$ cat src/hw/ctrl_regs_pkg.sv
// Constants for the module control register group.
// Assumes a 16-bit register port addressed by byte offset from the base.
package ctrl_regs_pkg;

  // ----------------------------------------
  // Register offsets
  // ----------------------------------------
  localparam logic [15:0] OFF_CHAIN_ADDRESS  = 16'h1004;
  localparam logic [15:0] OFF_SET_ONE        = 16'h1006;
  localparam logic [15:0] OFF_CLEAR_ONE      = 16'h1008;
  localparam logic [15:0] OFF_IRQ_LEVEL      = 16'h100a;
  localparam logic [15:0] OFF_IRQ_VECTOR     = 16'h100c;
  localparam logic [15:0] OFF_STATUS_ONE     = 16'h100e;
  localparam logic [15:0] OFF_CONTROL_ONE    = 16'h1010;
  localparam logic [15:0] OFF_RELOCATE_HIGH  = 16'h1012;
  localparam logic [15:0] OFF_RELOCATE_LOW   = 16'h1014;
  localparam logic [15:0] OFF_SINGLE_SHOT    = 16'h1016;

  // ----------------------------------------
  // Reset values
  // ----------------------------------------
  localparam logic [7:0]  RST_CHAIN_ADDRESS  = 8'haa;
  localparam logic [2:0]  RST_IRQ_LEVEL      = 3'h0;
  localparam logic [7:0]  RST_IRQ_VECTOR     = 8'h00;
  localparam logic [7:0]  RST_RELOCATE       = 8'h00;

  // ----------------------------------------
  // Set/clear control bit positions
  // ----------------------------------------
  localparam int BIT_BUS_ERROR_SEEN  = 3;
  localparam int BIT_SELECT_ADDRESS  = 4;
  localparam int BIT_HOLD_RESET      = 7;

  // ----------------------------------------
  // Control register one bit positions
  // ----------------------------------------
  localparam int BIT_STOP_AFTER_EVENT  = 2;
  localparam int BIT_PANEL_RESET_SCOPE = 4;
  localparam int BIT_BERR_TERMINATE    = 5;
  localparam int BIT_ALIGN_EVEN        = 6;

  // ----------------------------------------
  // Status register one bit positions
  // ----------------------------------------
  localparam int BIT_ST_LOCAL_READY  = 0;
  localparam int BIT_ST_CHAIN_READY  = 1;
  localparam int BIT_ST_LOCAL_BUSY   = 2;
  localparam int BIT_ST_CHAIN_BUSY   = 3;
  localparam int BIT_ST_SLOT_MISSING = 4;
  localparam int BIT_ST_PURGED       = 5;
  localparam int BIT_ST_TERM_ON      = 6;
  localparam int BIT_ST_TERM_OFF     = 7;
  localparam int BIT_ST_THRESHOLD    = 8;

endpackage

$ cat src/hw/module_control_regs.sv
// Control and status register group of a multi-channel time digitiser.
// Assumes bus strobes and event status come from logic on clk_in; chain
// lines, termination switches, the panel reset and the rotary switch are pins.
//
// Behaviour
// Chain address register holds upper multicast bits, loads 0xaa on hardware reset.
// Set register write: ones set control bits, zeros leave them; read returns bits.
// Clear register write: ones clear control bits, zeros leave them; read same.
// Bus error flag bit 3 records generated bus errors; software may set it.
// Select bit chooses rotary switch (zero) or relocation registers (one) as base.
// Hold reset bit keeps the module in reset until cleared through clear register.
// Hardware reset clears all control bits; software reset only the bus error flag.
// Interrupt level uses three low bits, default zero, zero disables interrupts.
// Acknowledge cycle drives the eight-bit vector; vector defaults zero.
// Local ready reads one when at least one complete event is stored.
// Chain ready and busy are the OR of all modules on the chain.
// Local busy covers conversion, resetting, full buffer, or memory test mode.
// Slot missing bit shows that no slot address came from the backplane.
// Purged bit shows that this board finished sending in a chained transfer.
// Termination bits report all on and all off; both zero means mixed.
// Threshold flag: trigger value at least stored count and nonzero-level request raised.
// Stop bit selects readout end: buffer empty or first event trailer.
// Panel reset scope: zero data reset, one software reset; hardware reset clears.
// Bus error enable selects ending block transfers with bus error instead of acknowledge.
// Align bit pads odd-length events with one not-valid word in 32-bit readout.
// Relocation registers hold address bits 31..24 and 23..16.
// Any write to the single-shot location causes exactly one module reset.
// Meaningless register bits ignore writes and read zero.
module module_control_regs
  import ctrl_regs_pkg::*;
(
  input  wire logic        clk_in,
  input  wire logic        reset_in,
  input  wire logic [15:0] reg_addr_in,
  input  wire logic        reg_write_in,
  input  wire logic        reg_read_in,
  input  wire logic [15:0] reg_wdata_in,
  input  wire logic        iack_in,
  output logic      [15:0] reg_rdata_out,
  output logic             reg_ack_out,
  input  wire logic [4:0]  events_stored_in,
  input  wire logic [4:0]  event_trigger_in,
  input  wire logic        irq_raised_in,
  input  wire logic        converting_in,
  input  wire logic        buffer_full_in,
  input  wire logic        memory_test_in,
  input  wire logic        bus_error_event_in,
  input  wire logic        purged_in,
  input  wire logic        slot_address_missing_in,
  input  wire logic        chain_ready_line_in,
  input  wire logic        chain_busy_line_in,
  input  wire logic        term_all_on_in,
  input  wire logic        term_all_off_in,
  input  wire logic        panel_reset_in,
  input  wire logic [15:0] rotary_base_in,
  output logic      [15:0] base_address_out,
  output logic      [7:0]  chain_address_out,
  output logic      [2:0]  irq_level_out,
  output logic             module_reset_out,
  output logic             data_reset_out,
  output logic             stop_after_first_event_out,
  output logic             bus_error_terminate_enable_out,
  output logic             align_even_out
);

  // ----------------------------------------
  // Helpers
  // ----------------------------------------
  function automatic logic hit(input logic [15:0] a, input logic [15:0] off);
    hit = (a == off);
  endfunction

  // ----------------------------------------
  // Pin synchronisers
  // ----------------------------------------
  logic [5:0]  pins_meta;
  logic [5:0]  pins_sync;
  logic [15:0] rotary_meta;
  logic [15:0] rotary_sync;

  // Two stages; only the second stage is read by logic.
  always_ff @(posedge clk_in)
  begin
    pins_meta   <= {panel_reset_in, term_all_off_in, term_all_on_in,
                    chain_busy_line_in, chain_ready_line_in, slot_address_missing_in};
    pins_sync   <= pins_meta;
    rotary_meta <= rotary_base_in;
    rotary_sync <= rotary_meta;
  end

  logic panel_sync;
  assign panel_sync = pins_sync[5];

  // ----------------------------------------
  // Register state
  // ----------------------------------------
  logic [7:0]  chain_address;
  logic [15:0] control_bits;
  logic [2:0]  irq_level;
  logic [7:0]  irq_vector;
  logic [6:0]  control_one;
  logic [7:0]  relocate_high;
  logic [7:0]  relocate_low;
  logic        shot_pulse;
  logic        soft_reset;
  logic [7:0]  next_chain_address;
  logic [15:0] next_control_bits;
  logic [2:0]  next_irq_level;
  logic [7:0]  next_irq_vector;
  logic [6:0]  next_control_one;
  logic [7:0]  next_relocate_high;
  logic [7:0]  next_relocate_low;
  logic        next_shot_pulse;
  logic [15:0] ctl_mask;

  // Only the three documented set/clear bits exist; the rest read zero.
  assign ctl_mask = (16'h0001 << BIT_BUS_ERROR_SEEN) | (16'h0001 << BIT_SELECT_ADDRESS)
                  | (16'h0001 << BIT_HOLD_RESET);

  // Software reset sources: held bit, single-shot pulse, panel in full scope.
  assign soft_reset = control_bits[BIT_HOLD_RESET] | shot_pulse
                    | (panel_sync & control_one[BIT_PANEL_RESET_SCOPE]); // see see

  // Next-state for every writable register.
  always_comb
  begin
    next_chain_address = chain_address;
    next_control_bits  = control_bits;
    next_irq_level     = irq_level;
    next_irq_vector    = irq_vector;
    next_control_one   = control_one;
    next_relocate_high = relocate_high;
    next_relocate_low  = relocate_low;
    next_shot_pulse    = 1'b0;
    if (reg_write_in)
    begin
      if (hit(reg_addr_in, OFF_CHAIN_ADDRESS))
        next_chain_address = reg_wdata_in[7:0];
      if (hit(reg_addr_in, OFF_SET_ONE))
        next_control_bits = control_bits | (reg_wdata_in & ctl_mask);
      if (hit(reg_addr_in, OFF_CLEAR_ONE))
        next_control_bits = control_bits & ~(reg_wdata_in & ctl_mask);
      if (hit(reg_addr_in, OFF_IRQ_LEVEL))
        next_irq_level = reg_wdata_in[2:0];
      if (hit(reg_addr_in, OFF_IRQ_VECTOR))
        next_irq_vector = reg_wdata_in[7:0];
      if (hit(reg_addr_in, OFF_CONTROL_ONE))
        next_control_one = reg_wdata_in[6:0] & 7'h74; // see see
      if (hit(reg_addr_in, OFF_RELOCATE_HIGH))
        next_relocate_high = reg_wdata_in[7:0];
      if (hit(reg_addr_in, OFF_RELOCATE_LOW))
        next_relocate_low = reg_wdata_in[7:0];
      if (hit(reg_addr_in, OFF_SINGLE_SHOT))
        next_shot_pulse = 1'b1;
    end
    // Software reset clears only the bus error flag; a new error wins over it.
    if (soft_reset)
      next_control_bits[BIT_BUS_ERROR_SEEN] = 1'b0;
    if (bus_error_event_in)
      next_control_bits[BIT_BUS_ERROR_SEEN] = 1'b1;
  end

  // Hardware reset restores every register, including the scope bit.
  always_ff @(posedge clk_in)
  begin
    if (reset_in)
    begin
      chain_address <= RST_CHAIN_ADDRESS;
      control_bits  <= 16'h0000;
      irq_level     <= RST_IRQ_LEVEL;
      irq_vector    <= RST_IRQ_VECTOR;
      control_one   <= 7'h00;
      relocate_high <= RST_RELOCATE;
      relocate_low  <= RST_RELOCATE;
      shot_pulse    <= 1'b0;
    end
    else
    begin
      chain_address <= next_chain_address;
      control_bits  <= next_control_bits;
      irq_level     <= next_irq_level;
      irq_vector    <= next_irq_vector;
      control_one   <= next_control_one;
      relocate_high <= next_relocate_high;
      relocate_low  <= next_relocate_low;
      shot_pulse    <= next_shot_pulse;
    end
  end

  // ----------------------------------------
  // Status and read-back
  // ----------------------------------------
  logic [15:0] status_one;
  logic        local_events_available;
  logic        local_busy;
  logic [15:0] next_rdata;
  logic        next_ack;

  assign local_events_available = (events_stored_in != 5'h00);
  assign local_busy = converting_in | module_reset_out | buffer_full_in | memory_test_in;

  // Status word; a chain line is a wired OR, so our own level is folded in.
  always_comb
  begin
    status_one = 16'h0000;
    status_one[BIT_ST_LOCAL_READY]  = local_events_available;
    status_one[BIT_ST_CHAIN_READY]  = pins_sync[1] | local_events_available;
    status_one[BIT_ST_LOCAL_BUSY]   = local_busy;
    status_one[BIT_ST_CHAIN_BUSY]   = pins_sync[2] | local_busy;
    status_one[BIT_ST_SLOT_MISSING] = pins_sync[0];
    status_one[BIT_ST_PURGED]       = purged_in;
    status_one[BIT_ST_TERM_ON]      = pins_sync[3];
    status_one[BIT_ST_TERM_OFF]     = pins_sync[4];
    status_one[BIT_ST_THRESHOLD]    = (event_trigger_in >= events_stored_in) & irq_raised_in
                                    & (irq_level != 3'h0);
  end

  // Read mux; the acknowledge cycle returns the vector in the low byte.
  always_comb
  begin
    next_rdata = 16'h0000;
    next_ack   = reg_read_in | reg_write_in | iack_in;
    if (iack_in)
      next_rdata = {8'h00, irq_vector};
    else if (reg_read_in)
    begin
      if (hit(reg_addr_in, OFF_CHAIN_ADDRESS))
        next_rdata = {8'h00, chain_address};
      if (hit(reg_addr_in, OFF_SET_ONE) || hit(reg_addr_in, OFF_CLEAR_ONE))
        next_rdata = control_bits; // see
      if (hit(reg_addr_in, OFF_IRQ_LEVEL))
        next_rdata = {13'h0000, irq_level};
      if (hit(reg_addr_in, OFF_IRQ_VECTOR))
        next_rdata = {8'h00, irq_vector};
      if (hit(reg_addr_in, OFF_STATUS_ONE))
        next_rdata = status_one;
      if (hit(reg_addr_in, OFF_CONTROL_ONE))
        next_rdata = {9'h000, control_one};
      if (hit(reg_addr_in, OFF_RELOCATE_HIGH))
        next_rdata = {8'h00, relocate_high};
      if (hit(reg_addr_in, OFF_RELOCATE_LOW))
        next_rdata = {8'h00, relocate_low};
    end
  end

  // Answer one cycle after the strobe; unmapped reads give zero.
  always_ff @(posedge clk_in)
  begin
    if (reset_in)
    begin
      reg_rdata_out <= 16'h0000;
      reg_ack_out   <= 1'b0;
    end
    else
    begin
      reg_rdata_out <= next_rdata;
      reg_ack_out   <= next_ack;
    end
  end

  // ----------------------------------------
  // Outputs to the rest of the module
  // ----------------------------------------
  logic [15:0] next_base;
  logic        next_module_reset;
  logic        next_data_reset;

  // Base selection and reset distribution, registered so outputs come from flops.
  always_comb
  begin
    next_base = control_bits[BIT_SELECT_ADDRESS] ? {relocate_high, relocate_low}
                                                 : rotary_sync; // see
    next_module_reset = soft_reset; // see
    next_data_reset   = panel_sync & ~control_one[BIT_PANEL_RESET_SCOPE];
  end

  always_ff @(posedge clk_in)
  begin
    if (reset_in)
    begin
      base_address_out <= 16'h0000;
      module_reset_out <= 1'b0;
      data_reset_out   <= 1'b0;
    end
    else
    begin
      base_address_out <= next_base;
      module_reset_out <= next_module_reset;
      data_reset_out   <= next_data_reset;
    end
  end

  // Configuration bits feed the readout engine directly.
  assign chain_address_out              = chain_address;
  assign irq_level_out                  = irq_level;
  assign stop_after_first_event_out     = control_one[BIT_STOP_AFTER_EVENT];
  assign bus_error_terminate_enable_out = control_one[BIT_BERR_TERMINATE];
  assign align_even_out                 = control_one[BIT_ALIGN_EVEN];
endmodule

$ cat config.mk
export PLATFORM = sky130hd
export DESIGN_NAME = module_control_regs
export DESIGN_NICKNAME = d
export VERILOG_FILES = /design/src/hw/ctrl_regs_pkg.sv /design/src/hw/module_control_regs.sv
export SDC_FILE = /design/constraint.sdc
export NUM_CORES = 1
export LEC_CHECK = 0
export BUFFER_PORTS_ARGS = -buffer_cell sky130_fd_sc_hd__buf_2
export CAP_MARGIN = 5
export CORE_AREA = 2 2 82 162
export CTS_CLUSTER_DIAMETER = 40
export DETAILED_ROUTE_END_ITERATION = 8
export DIE_AREA = 0 0 84 164
export PLACE_DENSITY = 0.61
export SLEW_MARGIN = 5
export SYNTH_ARGS = -nofsm -noshare
export SYNTH_HDL_FRONTEND = slang
export SYNTH_SLANG_ARGS = --single-unit
$ cat constraint.sdc
create_clock -name clk_in -period 3.7 [get_ports clk_in]
set_clock_uncertainty 0.2 [all_clocks]
set_input_delay 0.37 -clock clk_in [delete_from_list [all_inputs] [get_ports clk_in]]
set_output_delay 0.37 -clock clk_in [all_outputs]
set_load 0.02 [all_outputs]
# After elaboration in Yosys (flattened, before gate mapping)
# Index checks and enable logic that the tools add are counted.
[classes]
n_lt_le_gt_ge = 1
n_eq_ne = 10
n_mux = 17
bitwise = 19
n_reduce_logical = 17
[ops]
columns = ["cell", "count"]
rows = [
  ["equality test 16 x 13 -> 1 bit (second input constant)", 10],
  ["2-to-1 mux 16 bit", 4],
  ["2-to-1 mux 8 bit", 6],
  ["2-to-1 mux 9 bit", 3],
  ["bitwise AND 16 bit", 1],
  ["NOT 8 -> 16 bit", 1],
  ["OR 16 x 8 -> 16 bit", 1],
  ["AND reduction 2 bit", 8],
  ["OR 1 bit", 9],
  ["OR reduction 9 bit", 1],
  ["nonzero test 3 bit", 2],
  ["OR reduction 6 bit", 1],
  [">= comparator 5 bit", 1],
  ["nonzero test 5 bit", 1],
  ["bitwise AND 1 bit", 4],
  ["2-to-1 mux 4 bit", 1],
  ["nonzero test 4 bit", 1],
  ["2-to-1 mux 1 bit", 3],
  ["NOT 1 bit", 3],
  ["nonzero test 2 bit", 1],
  ["OR reduction 2 bit", 1],
  ["logical OR 1 bit", 1],
]
[totals]
register_bits = 135

# Longest topological paths before layout
# Gate-level depths: netlist of run 1.
[logic_depth]
depth_word = 11
mapped_depth = 8
mapped_depth_nobuf = 7

# Least setup slack after synthesis of run 1
# OpenSTA, ideal clock, no wires.
[synth_timing]
kind = "input to register"
startpoint = "in reg_addr_in[6]"
endpoint = "reg chain_address[1] (netlist: chain_address_out[1])"
setup_ps = 120
arrival_ps = 2430
required_time_ps = 3380
path_slack_ps = 951
cell_stages = 5
path_cell_list = "or4_4 -> or4_4 -> or4_1 -> buf_4 -> a211o_1"
[synth_via]
elab_chain_cells = 2
[synth_rtl]
columns = ["item", "line_no", "text"]
rows = [
  ["start, declared", "module_control_regs.sv:34", "input wire logic [15:0] reg_addr_in,"],
  ["equality test 16 x 13 -> 1 bit", "module_control_regs.sv:70", "hit = (a == off);"],
  ["AND reduction 2 bit (no source line)", "-", ""],
  ["end signal, assigned", "module_control_regs.sv:179", "chain_address <= next_chain_address;"],
  ["end, declared", "module_control_regs.sv:97", "logic [7:0] chain_address;"],
]
# No other way between the ends.
# A chain may end at the register's enable or synchronous reset.

# Final worst setup path of run 1
[layout_timing]
startpoint = "in reg_addr_in[6]"
endpoint = "reg chain_address[3] (netlist: chain_address_out[3])"
# The elaborated chain is that of the path after synthesis.

==> results.yml, run 1 <==
route:
  ant_nets: 0
  first_pass_iters: 5
  wl_met2_um: 6350
  wl_met3_um: 576
  routed-via-count: 3557
  wirelength_um: 11600
  met1_length_um: 4300
  first_iter_violations: 220
  drcViolationCount: 0
  avgViaCountPerCell: 4.97
  top_layer: "met4"
  wl_per_cell_um: 16.1
yosys:
  syn_area_um2: 4280
  synthCells: 426
  synth_top_area_share_pct: 53.8
  avgSynthCellArea_um2: 10.0
  yosysWarnings: 0
  yosysSeqAreaShare_pct: 53.8
  synth_area_leaders: "dfxtp_1 54%, mux2i_1 11%, nor2_1 5.3%"
  synth_cell_types: 51
  synth_largest_area_cell: "dfxtp_1"
  ys_seq_elements: 115
pwr:
  p_leak_nw: 2.51
  irDropWorstVdd_uv: 335
  power_density_nw_per_um2: 548
critical_path:
  crit_fanout: 12
  crit_required_ns: 3.79
  startpoint_type: "primary input"
  endpoint_kind: "flop"
  rrSetupSlack_ns: 1.85
  r2r_start: "irq_level_out[1]"
  cp-startpoint: "reg_addr_in[6]"
  crit_end: "chain_address_out[3]"
  reg2reg_depth: 5
  rr_endpoint: "reg_rdata_out[1]"
  worst-setup-path-type: "in2reg"
  cp.arrival_ns: 2.80
floorplan:
  rows: 58
  start_util_pct: 34.1
  coreArea_um2: 12600
  die_w_um: 84
  die_y_um: 164
  pin_count: 124
  dieArea_um2: 13800
placed_design:
  dp_cells: 662
  numPortBuffers: 108
  place_congestion: 0.839
  hpwlAfterDp_um: 8370
sta:
  max_freq_mhz: 369
  finalMaxSlewViolations: 0
  finalCritPeriodShare_pct: 73.2
  slew-limit-headroom_pct: 50.0
  tns_ns: 0
  setup_viol: 0
  period_needed_ns: 2.71
  worst_slew_pin_slew_ns: 0.750
  rsz0062_at_grt: "no"
  finalHoldViolCount: 0
layout:
  layout.nets: 633
  final_cell_mix: "115 x dfxtp_1, 108 x buf_2, 60 x nor2_1"
  layout.cells.non_filler: 716
  layout-area-overhead-vs-synth_pct: 34.4
  antennaDiodeCount: 0
  final_layout_size_suffix_gt1_share_pct: 27.4
  final_common_cell: "dfxtp_1"
job:
  maxCapViolCount: 0
global_routing:
  grt_overflow: 0
  grt_pass1_vias: 3588
  grt_pass1_wl_um: 17800
  grt_start_max_net_pins: 72
  grt_antenna_before_repair: 0
  gr-usage-all-layers_pct: 16.8
clock_network:
  clk_pin_slew_ns: 0.05
  cts_sinks: 115
  cts-buffers-inserted: 17
  cts_tree: "yes"
  insertion_delay_ns: 0.40
  htreeDepth: 4
  cts_hold_buf: 22
  post_cts_buffers: 0
  root_buffer: "clkbuf_16"
  ctsLongestPathBuffers: 2
  cts_resized: 0
hold_path:
  hold_class: "in2reg"
status:
  status: "finished, final reports clean"
where the power goes:
part | internal [mW] | switching [mW]
Clock | 1.14 | 0.542
Sequential | 1.28 | 0.0106
Combinational | 0.0733 | 0.100
Total | 2.49 | 0.653
through the flow:
| step | power, mW | utilization [%] | setup slack, ns | cell area [um^2] | hold WS [ns] |
|---|---|---|---|---|---|
| 6_report | 3.15 | 45.8 | 0.990 | 5750 | 0.0288 |
| 3_3_place_gp | 1.47 | 39.0 | 0.611 | 4900 | 0.111 |
| 5_1_grt | 3.26 | 45.8 | 0.964 | 5750 | 0.0377 |
| 2_1_floorplan | 1.40 | - | 0.951 | 4300 | 0.110 |
| 4_1_cts | 3.18 | 45.8 | 1.01 | 5750 | 0.0156 |
| 3_5_place_dp | 1.47 | 39.0 | 0.594 | 4900 | 0.112 |
registers in the layout, indices dropped and copies added (netlist names), named ones only:
name / count
base_address_out: 16
rotary_meta: 16
rotary_sync: 16
reg_rdata_out: 9
chain_address_out: 8
irq_vector: 8
relocate_high: 8
relocate_low: 8
pins_meta: 6
pins_sync: 6
control_one: 4
irq_level_out: 3
control_bits: 1
data_reset_out: 1
module_reset_out: 1
reg_ack_out: 1
shot_pulse: 1
metal layers:
metal	up-vias	global-route usage, %
met3	25	3.67
met5	-	0
met1	1644	17.2
met4	0	9.53
li1	1744	-
met2	144	31.2
critical path, cell delays in order:
cell and delay [ns]:
buf_2 0.10, or4_4 0.55, or4_4 0.59, or4_1 0.80, a211o_1 0.38
logic make-up after synthesis:
| family | synth area share, % |
|---|---|
| compound gates | 11.6 |
| fa+ha+maj | 1.46 |
| buf+inv | 4.74 |
| flops | 53.8 |
| mux | 11.3 |
| other cells | 0.0877 |
| simple gates | 16.9 |
worst min path at each step:
stage	cells after the start	endpoint	from	slack (ns)
floorplan	0	pins_sync[0]	pins_meta[0]	0.11
global placement	0	rotary_sync[3]	rotary_meta[3]	0.11
detailed placement	0	pins_sync[5]	pins_meta[5]	0.11
CTS	3	reg_ack_out	reg_read_in	0.02
global route	3	control_bits[3]	bus_error_event_in	0.04
finish	3	reg_ack_out	reg_read_in	0.03
cell type report:
class / instances / area [um^2]
Inverter: 11 / 41.3
Clock inverter: 9 / 125
Tap cell: 150 / 188
Fill cell: 1207 / 6810
Timing Repair Buffer: 135 / 798
Sequential cell: 115 / 2300
Clock buffer: 23 / 498
Multi-Input combinational cell: 273 / 1790
synthesized netlist by cell type (all sizes together):
master and n:
a2111oi 3, a211o 5, a211oi 11, a21o 3, a21oi 20, a221o 1, a221oi 1, a22o 1
a22oi 1, a2bb2oi 1, a311oi 3, a31oi 2, and2 3, and3 1, buf 11, clkbuf 22
conb 1, dfxtp 115, ha 5, inv 11, mux2 3, mux2i 45, nand2 19, nand2b 6
nand3 10, nand3b 3, nand4 2, nand4b 3, nor2 60, nor2b 3, nor3 8, nor3b 3
nor4 7, o211ai 2, o21a 2, o21ai 9, o22ai 1, o2bb2ai 1, o31a 1, o31ai 4
o32a 1, or3 3, or3b 2, or4 6, or4b 1
No activity file was read; power rests on OpenSTA's default activity.
==> inputs of run 2 (changes only) <==
--- a/config.mk
+++ b/config.mk
@@ -11,7 +11,7 @@
 export CTS_CLUSTER_DIAMETER = 40
 export DETAILED_ROUTE_END_ITERATION = 8
 export DIE_AREA = 0 0 84 164
-export PLACE_DENSITY = 0.61
+export PLACE_DENSITY = 0.63
 export SLEW_MARGIN = 5
 export SYNTH_ARGS = -nofsm -noshare
 export SYNTH_HDL_FRONTEND = slang
==> constraint.sdc (replaced) <==
create_clock -name clk_in -period 2.44 [get_ports clk_in]
set_clock_uncertainty 0.2 [all_clocks]
set_input_delay 0.244 -clock clk_in [delete_from_list [all_inputs] [get_ports clk_in]]
set_output_delay 0.244 -clock clk_in [all_outputs]
set_load 0.02 [all_outputs]
==> run 2 against run 1 <==
  * Routed wire length up 2.4%
  * Register-to-register slack worse by 1.3 ns
  * Worst hold slack gained 0.027 ns
  * Cell count increased by 3.6%
  * Cell area rose by 3.6%
  * Via count grew 2.8%
  * Highest routed layer unchanged
==> results.yml, run 2 (synthesized netlist as in run 1, its figures left out) <==
clock_network:
  cts_resized: 0
  cts_hold_buf: 34
  htreeDepth: 4
  clk_pin_slew_ns: 0.05
  ctsLongestPathBuffers: 2
  cts_tree: "yes"
  post_cts_buffers: 0
  insertion_delay_ns: 0.41
  cts_sinks: 115
  root_buffer: "clkbuf_16"
  cts-buffers-inserted: 17
sta:
  worst_slew_pin_slew_ns: 0.639
  max_freq_mhz: 442
  finalHoldViolCount: 0
  finalMaxSlewViolations: 0
  slew-limit-headroom_pct: 57.4
  rsz0062_at_grt: "no"
  period_needed_ns: 2.26
  finalCritPeriodShare_pct: 92.8
  setup_ws_ns: 0.175
  setup_viol: 0
global_routing:
  grt_pass1_wl_um: 18700
  grt_antenna_before_repair: 0
  grt_start_max_net_pins: 62
  gr-usage-all-layers_pct: 17.8
  grt_overflow: 0
  grt_pass1_vias: 3748
floorplan:
  dieArea_um2: 13800
  die_w_um: 84
  coreArea_um2: 12600
  start_util_pct: 34.1
  pin_count: 124
  rows: 58
  die_y_um: 164
status:
  status: "finished, final reports clean"
route:
  wl_met2_um: 6300
  avgViaCountPerCell: 4.93
  drcViolationCount: 0
  wl_met3_um: 567
  first_pass_iters: 4
  top_layer: "met4"
  wl_per_cell_um: 16.0
  wirelength_um: 11800
  first_iter_violations: 259
  met1_length_um: 4500
  ant_nets: 0
  routed-via-count: 3656
placed_design:
  place_congestion: 0.873
  numPortBuffers: 108
  hpwlAfterDp_um: 8480
  pre_cts_slack_ns: -0.240
pwr:
  p_comb_share_pct: 6.1
  irDropWorstVdd_uv: 547
  p_seq_share_pct: 41.5
  swShare_pct: 21.8
  p_switching_mw: 1.03
  p_leak_nw: 2.62
  p_int_mw: 3.68
  power_density_nw_per_um2: 790
  clockPowerShare_pct: 52.4
layout:
  antennaDiodeCount: 0
  fin_util_pct: 47.4
  final_common_cell: "dfxtp_1"
  final_cell_mix: "115 x dfxtp_1, 108 x buf_2, 60 x nor2_1"
  layout.nets: 660
  num-fill-cells: 1192
  top_regs: "base_address_out: 16 flops, rotary_meta: 16 flops, rotary_sync: 16 flops"
  layout-area-overhead-vs-synth_pct: 39.3
  final_layout_size_suffix_gt1_share_pct: 28.5
critical_path:
  crit_fanout: 12
  startpoint_type: "primary input"
  endpoint_kind: "flop"
  crit_required_ns: 2.55
  worst-setup-path-type: "in2reg"
  cp.arrival_ns: 2.37
job:
  maxCapViolCount: 0
hold_path:
  hold_class: "in2reg"
[run 2: worst max-delay path, cell delays in order]
cell and delay [ns]:
buf_2 0.10, or4_4 0.55, or4_4 0.59, or4_4 0.56, a211o_1 0.32
[run 2: final timing paths]
path,start,end,slack [ns],cells past startpoint
worst max register to register,irq_level_out[1],reg_rdata_out[1],0.59,5
worst max-delay path,reg_addr_in[6],chain_address_out[1],0.18,5
worst min register to register,rotary_meta[3],rotary_sync[3],0.12,0
worst min-delay path,iack_in,reg_rdata_out[6],0.06,3
[run 2: through the flow]
stage               TNS [ns]  hold slack, ns  power [mW]  instance area (um^2)  std cells
floorplan              -1.67          0.0717        2.13                  4310        432
global placement       -3.24           0.111        2.23                  5030        677
detailed placement     -3.68           0.112        2.23                  5030        677
CTS                        0          0.0386        4.75                  5950        742
global route               0          0.0787        4.87                  5950        742
finish                     0          0.0557        4.70                  5950        742
[run 2: final cells by class]
cell class              count  area [um^2]  area share, %
flip-flops and latches    115         2300           38.7
multi-input cells         273         1800           30.2
repair buffers            162         1040           17.5
clock buffers              20          447           7.50
well taps                 150          188           3.15
clock inverters            11          136           2.29
inverters                  11         41.3          0.693
[run 2: metal layers]
metal,global-route usage (%),up-vias
met2,32.2,126
met3,4.47,33
met5,0,-
met4,10.9,0
met1,18.0,1694
li1,-,1803
[run 2: power groups by stage]
stage	sequential (mW)	combinational (mW)	clock [mW]
after global routing	1.96	0.314	2.60
after global placement	1.99	0.237	0
final	1.95	0.286	2.47
after CTS	1.95	0.285	2.51
after detailed placement	1.99	0.243	0
after floorplan	2.01	0.120	0
